`src/design/gpt_pkg.sv`:
```
// Purpose: Constants shared by the general-purpose timer set
// Assumes: AXI4-Lite register access, 32-bit data, one word per register
// Notes:   Timer index 0 is standalone, 1 is the lower pair, 2 the upper pair
package gpt_pkg;

   // ==========================================================
   // Bus geometry and responses
   localparam int             ADDR_W    = 8;
   localparam logic [1:0]     RESP_OKAY = 2'b00;
   localparam logic [1:0]     RESP_SLV  = 2'b10;

   // ==========================================================
   // Register byte offsets
   localparam logic [7:0]     OFS_SA_CTL   = 8'h00;
   localparam logic [7:0]     OFS_SA_PER   = 8'h04;
   localparam logic [7:0]     OFS_SA_CNT   = 8'h08;
   localparam logic [7:0]     OFS_LO_CTL   = 8'h0c;
   localparam logic [7:0]     OFS_HI_CTL   = 8'h10;
   localparam logic [7:0]     OFS_LO_PER   = 8'h14;
   localparam logic [7:0]     OFS_HI_PER   = 8'h18;
   localparam logic [7:0]     OFS_LO_CNT   = 8'h1c;
   localparam logic [7:0]     OFS_HI_CNT   = 8'h20;
   localparam logic [7:0]     OFS_FLAGS    = 8'h24;

   // ==========================================================
   // Control field positions
   localparam int             BIT_RUN      = 15;
   localparam int             BIT_IDLE     = 13;
   localparam int             BIT_GATE     = 6;
   localparam int             BIT_PRE_HI   = 5;
   localparam int             BIT_PRE_LO   = 4;
   localparam int             BIT_WIDE     = 3;
   localparam int             BIT_SYNC     = 2;
   localparam int             BIT_SRC      = 1;

   // Implemented bits of each control register
   localparam logic [15:0]    MASK_SA_CTL  = 16'ha076;
   localparam logic [15:0]    MASK_LO_CTL  = 16'ha07a;
   localparam logic [15:0]    MASK_HI_CTL  = 16'ha072;

   // ==========================================================
   // Reset values
   localparam logic [15:0]    RST_CTL      = 16'h0000;
   localparam logic [15:0]    RST_PER      = 16'hffff;
   localparam logic [15:0]    RST_CNT      = 16'h0000;

   // ==========================================================
   // Prescaler terminal counts (ratio minus one)
   localparam logic [7:0]     PRE_LAST_1   = 8'h00;
   localparam logic [7:0]     PRE_LAST_8   = 8'h07;
   localparam logic [7:0]     PRE_LAST_64  = 8'h3f;
   localparam logic [7:0]     PRE_LAST_256 = 8'hff;

endpackage

```
`src/design/gpt_timer_set.sv`:
```
// Purpose: Standalone 16-bit timer plus a pair joinable into one 32-bit timer
// Assumes: AXI4-Lite register access; idle and sleep come from core logic
// Notes:   Unsynchronised counting keeps running in sleep; synced modes stop
//
// Functional notes
// - Standalone 16-bit timer, sync and async counter modes
// - Standalone flag on period match or gate fall
// - Bit 15 starts and stops counting
// - Bit 13 halts timer during idle
// - Gate accumulation only with internal clock source
// - Prescale field divides by 1, 8, 64, 256
// - Bit 2 selects synced external counting
// - Bit 1 selects external pin rising edges
// - Unimplemented standalone control bits read zero
// - Pair runs as two 16-bit or one 32-bit
// - Lower timer is low word of 32 bits
// - Wide mode uses lower controls, upper flag
// - Upper period is high word; full match
// - Count pair readable anytime, upper is high word
// - Converter trigger only from combined 32-bit pair
// - Both pair counts feed capture/compare time base
// - Standalone timer can run in idle, sleep
// - Wide-mode select sits at lower control bit 3
//
// The register addresses and the AXI4-Lite register port were left to the implementer.
`timescale 1ns/100ps
module gpt_timer_set (
   // Clock and reset
   input  wire logic                      i_core_clk,
   input  wire logic                      i_rst_n,
   // Core power state
   input  wire logic                      i_cpu_idle,
   input  wire logic                      i_cpu_sleep,
   // External clock and gate pins
   input  wire logic                      i_standalone_ext_clock_pin,
   input  wire logic                      i_lower_ext_clock_pin,
   input  wire logic                      i_upper_ext_clock_pin,
   // AXI4-Lite write address and data
   input  wire logic [gpt_pkg::ADDR_W-1:0] i_axi_awaddr,
   input  wire logic                      i_axi_awvalid,
   output logic                           o_axi_awready,
   input  wire logic [31:0]               i_axi_wdata,
   input  wire logic [3:0]                i_axi_wstrb,
   input  wire logic                      i_axi_wvalid,
   output logic                           o_axi_wready,
   // AXI4-Lite write response
   output logic [1:0]                     o_axi_bresp,
   output logic                           o_axi_bvalid,
   input  wire logic                      i_axi_bready,
   // AXI4-Lite read
   input  wire logic [gpt_pkg::ADDR_W-1:0] i_axi_araddr,
   input  wire logic                      i_axi_arvalid,
   output logic                           o_axi_arready,
   output logic [31:0]                    o_axi_rdata,
   output logic [1:0]                     o_axi_rresp,
   output logic                           o_axi_rvalid,
   input  wire logic                      i_axi_rready,
   // Timer events and time bases
   output logic                           o_standalone_irq_flag,
   output logic                           o_lower_irq_flag,
   output logic                           o_upper_irq_flag,
   output logic                           o_adc_trigger,
   output logic [15:0]                    o_lower_timebase,
   output logic [15:0]                    o_upper_timebase
);
   import gpt_pkg::*;

   // ==========================================================
   // State
   typedef struct packed {
      logic [2:0][15:0]    ctl;
      logic [2:0][15:0]    per;
      logic [2:0][15:0]    cnt;
      logic [2:0][7:0]     pre;
      logic [2:0]          flag;
      logic                adc;
      logic                aw_full;
      logic                w_full;
      logic [ADDR_W-1:0]   awaddr;
      logic [31:0]         wdata;
      logic [3:0]          wstrb;
      logic                awready;
      logic                wready;
      logic                bvalid;
      logic [1:0]          bresp;
      logic                arready;
      logic                rvalid;
      logic [1:0]          rresp;
      logic [31:0]         rdata;
   } gpt_state_type;

   gpt_state_type st;
   gpt_state_type next_st;

   // ==========================================================
   // Pin synchronisers
   logic [2:0] pin_raw;
   logic [2:0] pin_lvl;
   logic [2:0] pin_rise;
   logic [2:0] pin_fall;

   assign pin_raw = {i_upper_ext_clock_pin, i_lower_ext_clock_pin, i_standalone_ext_clock_pin};

   // One filter per external pin
   for (genvar g = 0; g < 3; g++) begin : g_sync
      gpt_pin_sync u_sync (
         .i_core_clk (i_core_clk),
         .i_rst_n    (i_rst_n),
         .i_pin      (pin_raw[g]),
         .o_level    (pin_lvl[g]),
         .o_rise     (pin_rise[g]),
         .o_fall     (pin_fall[g])
      );
   end

   // ==========================================================
   // Prescaler terminal count for a field value
   function automatic logic [7:0] pre_last(input logic [1:0] sel);
      logic [7:0] r;
      r = PRE_LAST_1;
      unique case (sel)
         2'b11: r = PRE_LAST_256;
         2'b10: r = PRE_LAST_64;
         2'b01: r = PRE_LAST_8;
         2'b00: r = PRE_LAST_1;
      endcase
      return r;
   endfunction

   // Merge a 16-bit write under byte strobes
   function automatic logic [15:0] merge16(input logic [15:0] old, input logic [31:0] d,
                                           input logic [3:0] s);
      logic [15:0] r;
      r = old;
      if (s[0]) begin
         r[7:0] = d[7:0];
      end
      if (s[1]) begin
         r[15:8] = d[15:8];
      end
      return r;
   endfunction

   // ==========================================================
   // Timer datapath and register file
   logic              wide;
   logic [2:0]        tick;
   logic [2:0]        flag_set;
   logic [2:0]        flag_clr;
   logic [15:0]       ec;
   logic              ext_src;
   logic              gated;
   logic              synced;
   logic              halted;
   logic              raw_tick;
   logic [31:0]       c32;
   logic              do_write;
   logic              do_read;
   logic [31:0]       rd_data;
   logic              rd_ok;
   logic              wr_ok;

   always_comb begin
      next_st  = st;
      tick     = '0;
      flag_set = '0;
      flag_clr = '0;
      ec       = '0;
      ext_src  = 1'b0;
      gated    = 1'b0;
      synced   = 1'b1;
      halted   = 1'b0;
      raw_tick = 1'b0;
      c32      = '0;
      rd_data  = '0;
      rd_ok    = 1'b1;
      wr_ok    = 1'b1;
      wide     = st.ctl[1][BIT_WIDE];

      // Prescalers and tick sources; upper unit idles in wide mode
      for (int i = 0; i < 3; i++) begin
         ec       = st.ctl[i];
         ext_src  = ec[BIT_SRC];
         gated    = ec[BIT_GATE] & ~ext_src;
         synced   = (i == 0) ? ec[BIT_SYNC] : 1'b1;
         halted   = (i_cpu_idle & ec[BIT_IDLE])
                  | (i_cpu_sleep & ~(ext_src & ~synced));
         raw_tick = ext_src ? pin_rise[i] : (gated ? pin_lvl[i] : 1'b1);
         if (!ec[BIT_RUN] || (i == 2 && wide)) begin
            next_st.pre[i] = '0;
         end else if (raw_tick && !halted) begin
            if (st.pre[i] == pre_last(ec[BIT_PRE_HI:BIT_PRE_LO])) begin
               next_st.pre[i] = '0;
               tick[i]        = 1'b1;
            end else begin
               next_st.pre[i] = st.pre[i] + 8'h01;
            end
         end
         // Gate falling edge ends an accumulation period
         if (ec[BIT_RUN] && gated && pin_fall[i] && !(i == 2 && wide)) begin
            flag_set[(i == 1 && wide) ? 2 : i] = 1'b1;
         end
      end

      // Counting with period match
      next_st.adc = 1'b0;
      if (wide) begin
         c32 = {st.cnt[2], st.cnt[1]};
         if (tick[1]) begin
            if (c32 == {st.per[2], st.per[1]}) begin
               c32         = '0;
               flag_set[2] = 1'b1;
               next_st.adc = 1'b1;
            end else begin
               c32 = c32 + 32'h0000_0001;
            end
         end
         next_st.cnt[1] = c32[15:0];
         next_st.cnt[2] = c32[31:16];
      end else begin
         for (int i = 0; i < 3; i++) begin
            if (tick[i]) begin
               if (st.cnt[i] == st.per[i]) begin
                  next_st.cnt[i] = '0;
                  flag_set[i]    = 1'b1;
               end else begin
                  next_st.cnt[i] = st.cnt[i] + 16'h0001;
               end
            end
         end
      end

      // Read decode
      unique case (i_axi_araddr)
         OFS_SA_CTL: rd_data = {16'h0000, st.ctl[0]};
         OFS_SA_PER: rd_data = {16'h0000, st.per[0]};
         OFS_SA_CNT: rd_data = {16'h0000, st.cnt[0]};
         OFS_LO_CTL: rd_data = {16'h0000, st.ctl[1]};
         OFS_HI_CTL: rd_data = {16'h0000, st.ctl[2]};
         OFS_LO_PER: rd_data = {16'h0000, st.per[1]};
         OFS_HI_PER: rd_data = {16'h0000, st.per[2]};
         OFS_LO_CNT: rd_data = {16'h0000, st.cnt[1]};
         OFS_HI_CNT: rd_data = {16'h0000, st.cnt[2]};
         OFS_FLAGS:  rd_data = {29'h0000_0000, st.flag};
         default:    rd_ok   = 1'b0;
      endcase

      // Read channel: accept one request, hold data until taken
      do_read = i_axi_arvalid & st.arready;
      if (st.rvalid && i_axi_rready) begin
         next_st.rvalid = 1'b0;
      end
      if (do_read) begin
         next_st.rvalid = 1'b1;
         next_st.rdata  = rd_data;
         next_st.rresp  = rd_ok ? RESP_OKAY : RESP_SLV;
      end
      next_st.arready = ~next_st.rvalid;

      // Write channels: latch address and data in either order
      if (i_axi_awvalid && st.awready) begin
         next_st.aw_full = 1'b1;
         next_st.awaddr  = i_axi_awaddr;
      end
      if (i_axi_wvalid && st.wready) begin
         next_st.w_full = 1'b1;
         next_st.wdata  = i_axi_wdata;
         next_st.wstrb  = i_axi_wstrb;
      end
      if (st.bvalid && i_axi_bready) begin
         next_st.bvalid = 1'b0;
      end
      do_write = st.aw_full & st.w_full & ~st.bvalid;

      // Control, period and count writes win over the timer update of the same cycle
      if (do_write) begin
         unique case (st.awaddr)
            OFS_SA_CTL: next_st.ctl[0] = merge16(st.ctl[0], st.wdata, st.wstrb) & MASK_SA_CTL;
            OFS_SA_PER: next_st.per[0] = merge16(st.per[0], st.wdata, st.wstrb);
            OFS_SA_CNT: next_st.cnt[0] = merge16(st.cnt[0], st.wdata, st.wstrb);
            OFS_LO_CTL: next_st.ctl[1] = merge16(st.ctl[1], st.wdata, st.wstrb) & MASK_LO_CTL;
            OFS_HI_CTL: next_st.ctl[2] = merge16(st.ctl[2], st.wdata, st.wstrb) & MASK_HI_CTL;
            OFS_LO_PER: next_st.per[1] = merge16(st.per[1], st.wdata, st.wstrb);
            OFS_HI_PER: next_st.per[2] = merge16(st.per[2], st.wdata, st.wstrb);
            OFS_LO_CNT: next_st.cnt[1] = merge16(st.cnt[1], st.wdata, st.wstrb);
            OFS_HI_CNT: next_st.cnt[2] = merge16(st.cnt[2], st.wdata, st.wstrb);
            OFS_FLAGS: begin
               if (st.wstrb[0]) begin
                  flag_clr = st.wdata[2:0];
               end
            end
            default: wr_ok = 1'b0;
         endcase
         next_st.aw_full = 1'b0;
         next_st.w_full  = 1'b0;
         next_st.bvalid  = 1'b1;
         next_st.bresp   = wr_ok ? RESP_OKAY : RESP_SLV;
      end
      next_st.awready = ~next_st.aw_full & ~next_st.bvalid;
      next_st.wready  = ~next_st.w_full & ~next_st.bvalid;

      // Sticky flags: a new event beats a clear in the same cycle
      next_st.flag = (st.flag & ~flag_clr) | flag_set;
   end

   // ==========================================================
   // State register
   always_ff @(posedge i_core_clk) begin
      if (!i_rst_n) begin
         st         <= '0;
         st.ctl     <= {3{RST_CTL}};
         st.per     <= {3{RST_PER}};
         st.cnt     <= {3{RST_CNT}};
         st.awready <= 1'b1;
         st.wready  <= 1'b1;
         st.arready <= 1'b1;
      end else begin
         st <= next_st;
      end
   end

   // ==========================================================
   // Outputs, all straight from state
   assign o_axi_awready         = st.awready;
   assign o_axi_wready          = st.wready;
   assign o_axi_bresp           = st.bresp;
   assign o_axi_bvalid          = st.bvalid;
   assign o_axi_arready         = st.arready;
   assign o_axi_rdata           = st.rdata;
   assign o_axi_rresp           = st.rresp;
   assign o_axi_rvalid          = st.rvalid;
   assign o_standalone_irq_flag = st.flag[0];
   assign o_lower_irq_flag      = st.flag[1];
   assign o_upper_irq_flag      = st.flag[2];
   assign o_adc_trigger         = st.adc;
   // Time bases for capture and compare units
   assign o_lower_timebase      = st.cnt[1];
   assign o_upper_timebase      = st.cnt[2];

endmodule

```
`src/design/gpt_pin_sync.sv`:
```
// Purpose: Three-stage synchroniser with filtered edge detection for a pin
// Assumes: Pin is asynchronous to i_core_clk
// Notes:   A change counts once the second and third stages agree
`timescale 1ns/100ps
module gpt_pin_sync (
   // Clock and reset
   input  wire logic i_core_clk,
   input  wire logic i_rst_n,
   // Pin
   input  wire logic i_pin,
   // Filtered level and edges
   output logic      o_level,
   output logic      o_rise,
   output logic      o_fall
);

   typedef struct packed {
      logic [2:0] stage;
      logic       level;
      logic       rise;
      logic       fall;
   } gpt_sync_state_type;

   gpt_sync_state_type st;
   gpt_sync_state_type next_st;

   // ==========================================================
   // Shift chain and agreement filter
   always_comb begin
      next_st       = st;
      next_st.stage = {st.stage[1:0], i_pin};
      if (st.stage[1] == st.stage[2]) begin
         next_st.level = st.stage[2];
      end
      next_st.rise  = next_st.level & ~st.level;
      next_st.fall  = ~next_st.level & st.level;
   end

   // State register
   always_ff @(posedge i_core_clk) begin
      if (!i_rst_n) begin
         st <= '0;
      end else begin
         st <= next_st;
      end
   end

   assign o_level = st.level;
   assign o_rise  = st.rise;
   assign o_fall  = st.fall;

endmodule

```
`config.mk`:
```
export PLATFORM = sky130hd
export DESIGN_NAME = gpt_timer_set
export DESIGN_NICKNAME = d
export VERILOG_FILES = /design/src/design/gpt_pkg.sv /design/src/design/gpt_timer_set.sv /design/src/design/gpt_pin_sync.sv
export SDC_FILE = /design/constraint.sdc
export NUM_CORES = 1
export LEC_CHECK = 0
export ABC_AREA = 1
export BUFFER_PORTS_ARGS = -buffer_cell sky130_fd_sc_hd__buf_4
export CORE_UTILIZATION = 51
export DETAILED_ROUTE_END_ITERATION = 12
export PLACE_DENSITY_LB_ADDON = 0.2
export SYNTH_ARGS = -nofsm -noshare
export SYNTH_HDL_FRONTEND = slang
export SYNTH_SLANG_ARGS = --single-unit
```
`constraint.sdc`:
```
create_clock -name i_core_clk -period 1.95 [get_ports i_core_clk]
set_clock_uncertainty 0.15 [all_clocks]
set_input_delay 0 -clock i_core_clk [delete_from_list [all_inputs] [get_ports i_core_clk]]
set_output_delay 0 -clock i_core_clk [all_outputs]
set_load 0.1 [all_outputs]
```
Word level (Yosys, flattened, before mapping)
Index checks and enable logic that the tools add are counted.
{"block": "word_totals", "ff_bits": 231, "out_inout_bits": 77, "input_bits": 64, "elab_cells": 266}
{"block": "op_classes", "eq_ne": 43, "reduce_logical": 44, "add_sub_neg": 7, "bitwise_logic": 43, "order_cmp": 2, "mux": 79}
{"op": "$mux 16", "n": 10}
{"op": "$pmux 16 s10", "n": 1}
{"op": "$mux 32", "n": 3}
{"op": "$pmux 8 s4", "n": 3}
{"op": "$mux 8", "n": 11}
{"op": "$eq 8x5->1 const B", "n": 8}
{"op": "$add 16x1->16 const B", "n": 3}
{"op": "$eq 16x16->1", "n": 3}
{"op": "$mux 48", "n": 1}
{"op": "$reduce_and 3->1", "n": 13}
{"op": "$mux 1", "n": 38}
{"op": "$mux 35", "n": 1}
{"op": "$add 32x1->32 const B", "n": 1}
{"op": "$eq 32x32->1", "n": 1}
{"op": "$eq 8x4->1 const B", "n": 4}
{"op": "$eq 8x6->1 const B", "n": 4}
{"op": "$add 8x1->8 const B", "n": 3}
{"op": "$eq 8x8->1", "n": 3}
{"op": "$reduce_or 10->1", "n": 2}
{"op": "$and 1x1->1", "n": 19}
{"op": "$ne 3x3->1 const B", "n": 6}
{"op": "$not 1->1", "n": 17}
{"op": "$eq 8x3->1 const B", "n": 2}
{"op": "$logic_not 8->1", "n": 2}
{"op": "19 further kinds", "n": 59}

Longest topological paths before layout
{"block": "depth", "depth_word": 17, "depth_mapped": 17, "depth_no_buf": 15}

Modules after synthesis
A second synthesis with hierarchy kept.
{"block": "hier_totals", "cells_unflattened": 2009, "area_unflattened_um2": 12866.1}
{"module": "gpt_timer_set", "cells_each": 1946, "instances": 1, "seq_area_each_um2": 3903.7, "area_per_inst_um2": 12306.8}
{"module": "gpt_pin_sync", "cells_each": 21, "instances": 3, "seq_area_each_um2": 120.1, "area_per_inst_um2": 186.4}

Least setup slack after synthesis
Ideal clock, no wire load.
{"block": "synth_timing", "kind": "register -> register", "from": "register st (netlist bit o_axi_bvalid)", "to": "register st (netlist bit o_lower_timebase[14])", "required_time_ps": 1729, "setup_time_ps": 71, "path_stages_with_launch": 10, "arrival_ps": 2030, "slack_ps": -301, "n_path_buf": 1, "period_less_slack_ps": 2251, "path_cell_list": "dfxtp_1 -> inv_1 -> nand3_2 -> inv_1 -> nand2_2 -> inv_1 -> buf_2 -> a21oi_1 -> o2111ai_1 -> a21oi_1"}
{"block": "synth_via", "elab_chain_len": 3, "elab_cells_between_ends": 4, "classes_between": "1 x eq/ne; 1 x mux; 2 x bitwise"}
{"element": "from (decl)", "line_no": "gpt_timer_set.sv:92", "source": "gpt_state_type st;"}
{"element": "from (signal assigned)", "line_no": "gpt_timer_set.sv:318", "source": "st <= next_st;"}
{"element": "$not 1->1 (*)", "line_no": "gpt_timer_set.sv:273", "source": "do_write = st.aw_full & st.w_full & ~st.bvalid;"}
{"element": "$and 1x1->1 (*)", "line_no": "gpt_timer_set.sv:273"}
{"element": "$ne 3x3->1 (no line) / $mux 48 (equally long branches)"}
Every way passes the cells marked *; elsewhere a longest branch is shown, timed or not.
A chain may end at the register's enable or synchronous reset.

Final worst setup path
{"block": "layout_timing", "from": "register st[215] (netlist name)", "to": "register st[127] (netlist name)"}
{"block": "layout_via", "elab_chain_len": 12, "elab_cells_between_ends": 15, "classes_between": "4 x eq/ne; 10 x mux; 1 x reduce/logical"}
{"element": "$eq 2x1->1, or another cell as far along", "line_no": "gpt_timer_set.sv:121", "source": "unique case (sel)"}
{"element": "$pmux 8 s4 (*)", "line_no": "gpt_timer_set.sv:121"}
{"element": "$mux 8 (*)", "line_no": "gpt_timer_set.sv:191", "source": "end else if (raw_tick && !halted) begin"}
{"element": "$mux 8 (*)", "line_no": "gpt_timer_set.sv:189", "source": "if (!ec[BIT_RUN] || (i == 2 && wide)) begin"}
{"element": "$eq 8x8->1 (*)", "line_no": "gpt_timer_set.sv:192", "source": "if (st.pre[i] == pre_last(ec[BIT_PRE_HI:BIT_PRE_LO])) begin"}
{"element": "$mux 1 (*)", "line_no": "gpt_timer_set.sv:192"}
{"element": "$mux 1 (*)", "line_no": "gpt_timer_set.sv:191"}
{"element": "$mux 1 (*)", "line_no": "gpt_timer_set.sv:189"}
{"element": "$mux 16 (*)", "line_no": "gpt_timer_set.sv:222", "source": "if (tick[i]) begin"}
{"element": "$mux 16 (*)", "line_no": "gpt_timer_set.sv:207", "source": "if (wide) begin"}
{"element": "$mux 16", "line_no": "gpt_timer_set.sv:277", "source": "unique case (st.awaddr)"}
{"element": "$mux 48 (*)", "line_no": "gpt_timer_set.sv:276", "source": "if (do_write) begin"}
Every way passes the cells marked *; elsewhere a longest branch is shown, timed or not. The select of a mux whose other input is x is not followed.

==> metrics <==
cell leakage power about 8.1 nW; first-pass GRT wire length 76100 microns; Post-Synthesis Cell Area ~13000 sq um; count of pins over their slew limit 0; gr ovfl total 0; dpl hpwl ~36000 microns; placed cells between 2000 and 3000; root buffer cell clkbuf_16; Reg clk slew, reported paths approximately 0.060 ns; Layout Cells excl Fill between 2000 and 3000; final hold violations 0; initial antenna violation count 1; crit path max fanout 7; Period minus WS final between 2 and 2.5 ns; Slew @ Worst Pin between 0.5 and 0.6 ns; Post-DRT Antenna Nets 0; Avg WL per Cell about 20 microns; period utilization 1.08; final worst slack -0.160 ns; vias in the first global route between 10000 and 15000; Distinct cells, synth 55; Worst EP required around 2.2 ns; ys async rst share 0; met1 usage 0.490; Die W 160 microns; most common cell after layout, fill and taps aside nand2_1; Placement Rows 57; P&R area growth vs syn 45.1%; First-pass DRT Iterations 5; CORE AREA around 24000 sq um; Main synth FF type dfxtp_1; Iteration-0 DRC Markers a little under 2000; met2 Usage GRT 0.625; Post-DP Area around 15000 sq um; Post-synth EDFFs 0; RSZ-0062 raised after global routing yes; Synth Area per Inst about 6.6 sq um; CTS Sinks between 200 and 250; via count around 15000; Final nets ~2400; layout cell share with drive strength beyond 1 0.334; Yosys reg bits ~210; failing checks setup timing; Yosys warnings 0; Worst Path Arrival around 2.4 ns; met3 usage 0.0527; die area 25600 sq um; post-layout util 0.759; later-pin clock latency in the skew report ~0.54 ns; Avg Vias per Cell between 5 and 6; register area share after synthesis 0.334; flop-to-flop setup slack -0.16 ns; crit path kind register to register; I/O Pins about 140; Syn Inst Count a little under 2000; GPL Wtd Cong ~1; HP Class primary input to register; n_diodes 0; CP startpoint kind register; f_max ~470 MHz; drt total wl 52500 microns; PD cells a little under 600 nW/um^2; number of buffers created by CTS 25; Final setup viols between 50 and 60; Worst setup EP type register; largest net degree at the start of global routing 56; design area roughly 19000 sq um; most frequent cells in the layout nand2_1 (425), buf_4 (416), inv_1 (195); GRT busiest layer met2; Max clock buf depth 3; peak supply drop between 0.6 and 0.7 mV; Slew headroom 0.620; port buffer count ~100; total track usage 0.379; CTS tree done; status finished with violations; CTS H-tree lvls 1; Die Ht 160 microns; starting density of the core 0.523; DRC violations left 0; max cap viols 0
[critical path: stages, from the launching register on]
cell     delay, ns
dfxtp_2       0.35
nor3_1        0.23
o21ai_0       0.15
a21oi_2       0.21
nand3_4       0.13
nor2_4        0.21
inv_2         0.09
nor2_4        0.21
nor2_4        0.11
nand3_1       0.08
a21oi_1       0.06
[metrics by stage]
stage / total power, W / hold WS, ns / setup TNS (ns) / setup slack [ns]
after CTS: 0.0106 / 0.0328 / -0.0102 / -0.00404
after global placement: 0.00560 / 0.0352 / -2.38 / -0.189
after global routing: 0.0110 / 0.0676 / -8.07 / -0.240
final: 0.0107 / 0.0400 / -4.03 / -0.160
after detailed placement: 0.00561 / 0.0379 / -4.72 / -0.228
after floorplan: 0.00525 / -0.0524 / 0 / 0.0337
[routing by layer]
layer	vias to the layer above	wire [microns]
met4	2	3190
met2	983	23900
met3	225	5460
li1	7104	-
met5	-	17
met1	7171	20000
[where the power goes]
part | internal, W | leakage, nW | switching, W
registers | 0.00442 | 1.76 | 0.0000758
clock network | 0.00298 | 0.417 | 0.00200
logic | 0.000412 | 5.94 | 0.000832
total | 0.00782 | 8.11 | 0.00291
[final timing paths]
| check | from | endpoint | depth (start not counted) |
|---|---|---|---|
| setup / recovery | st[215] | st[127] | 10 |
| hold reg to reg | g_sync[1].u_sync.next_st[4] | g_sync[1].u_sync.next_st[5] | 2 |
| hold / removal | i_lower_ext_clock_pin | g_sync[1].u_sync.next_st[4] | 4 |
| setup reg to reg | st[215] | st[127] | 10 |
[what timing repair did]
| action | in CTS | in global routing |
|---|---|---|
| endpoints found under the setup margin | 48 | 112 |
| gates resized for setup | 89 | 213 |
| hold endpoints to repair | 101 | 0 |
| pin swaps | 11 | 92 |
| gates cloned | 2 | 9 |
| buffers inserted | 10 | 34 |
| hold buffers | 65 | 0 |
[cells by family after synthesis]
| kind of cell | synth area share |
|---|---|
| AO/OA/AOI/OAI | 0.173 |
| XOR/XNOR | 0.0295 |
| adder cells (fa/ha/maj) | 0.00824 |
| other | 0.000294 |
| buffers and inverters | 0.139 |
| AND/OR/NAND/NOR | 0.316 |
| flip-flops | 0.334 |
[area by class of cell]
type	instances	area (sq um)
timing repair inverter	1	7.51
inverter	234	900
multi-input combinational	1360	7490
tap	324	405
clock buffer	33	716
timing repair buffer	528	4480
sequential	213	4360
fill	1870	5880
clock inverter	13	156
[sequential cells by signal, indices dropped and copies added (netlist names), 3 cells and up]
register	cells
ec	6
g_sync.u_sync.next_st	6
g_sync.u_sync.o_fall	3
g_sync.u_sync.o_level	3
g_sync.u_sync.o_rise	3
g_sync.u_sync.st	3
o_axi_rdata	16
o_lower_timebase	16
o_upper_timebase	16
st	130
[Yosys cell counts, types with 5 or more instances]
cell	number	area, sq um
nor3b_1	10	75.1
a21oi_1	120	601
nor2_4	5	56.3
clkbuf_1	37	139
nor3_1	20	100
buf_4	70	526
nor3_2	10	100
o211ai_1	40	300
buf_2	25	125
dfxtp_1	213	4260
nor2_1	183	687
inv_1	210	788
o22ai_1	53	332
nand3_2	7	70.1
a21oi_2	5	43.8
nor2_2	19	119
nand4_1	32	200
nand2_2	15	93.8
nand2_1	462	1730
ha_1	6	75.1
a31oi_1	7	43.8
o31ai_1	8	60.1
xor2_1	21	184
inv_2	19	71.3
xnor2_1	22	193
nand3_1	116	581
o21ai_1	15	75.1
buf_6	7	78.8
o21ai_0	126	631
No activity file was read; power rests on OpenSTA's default activity.
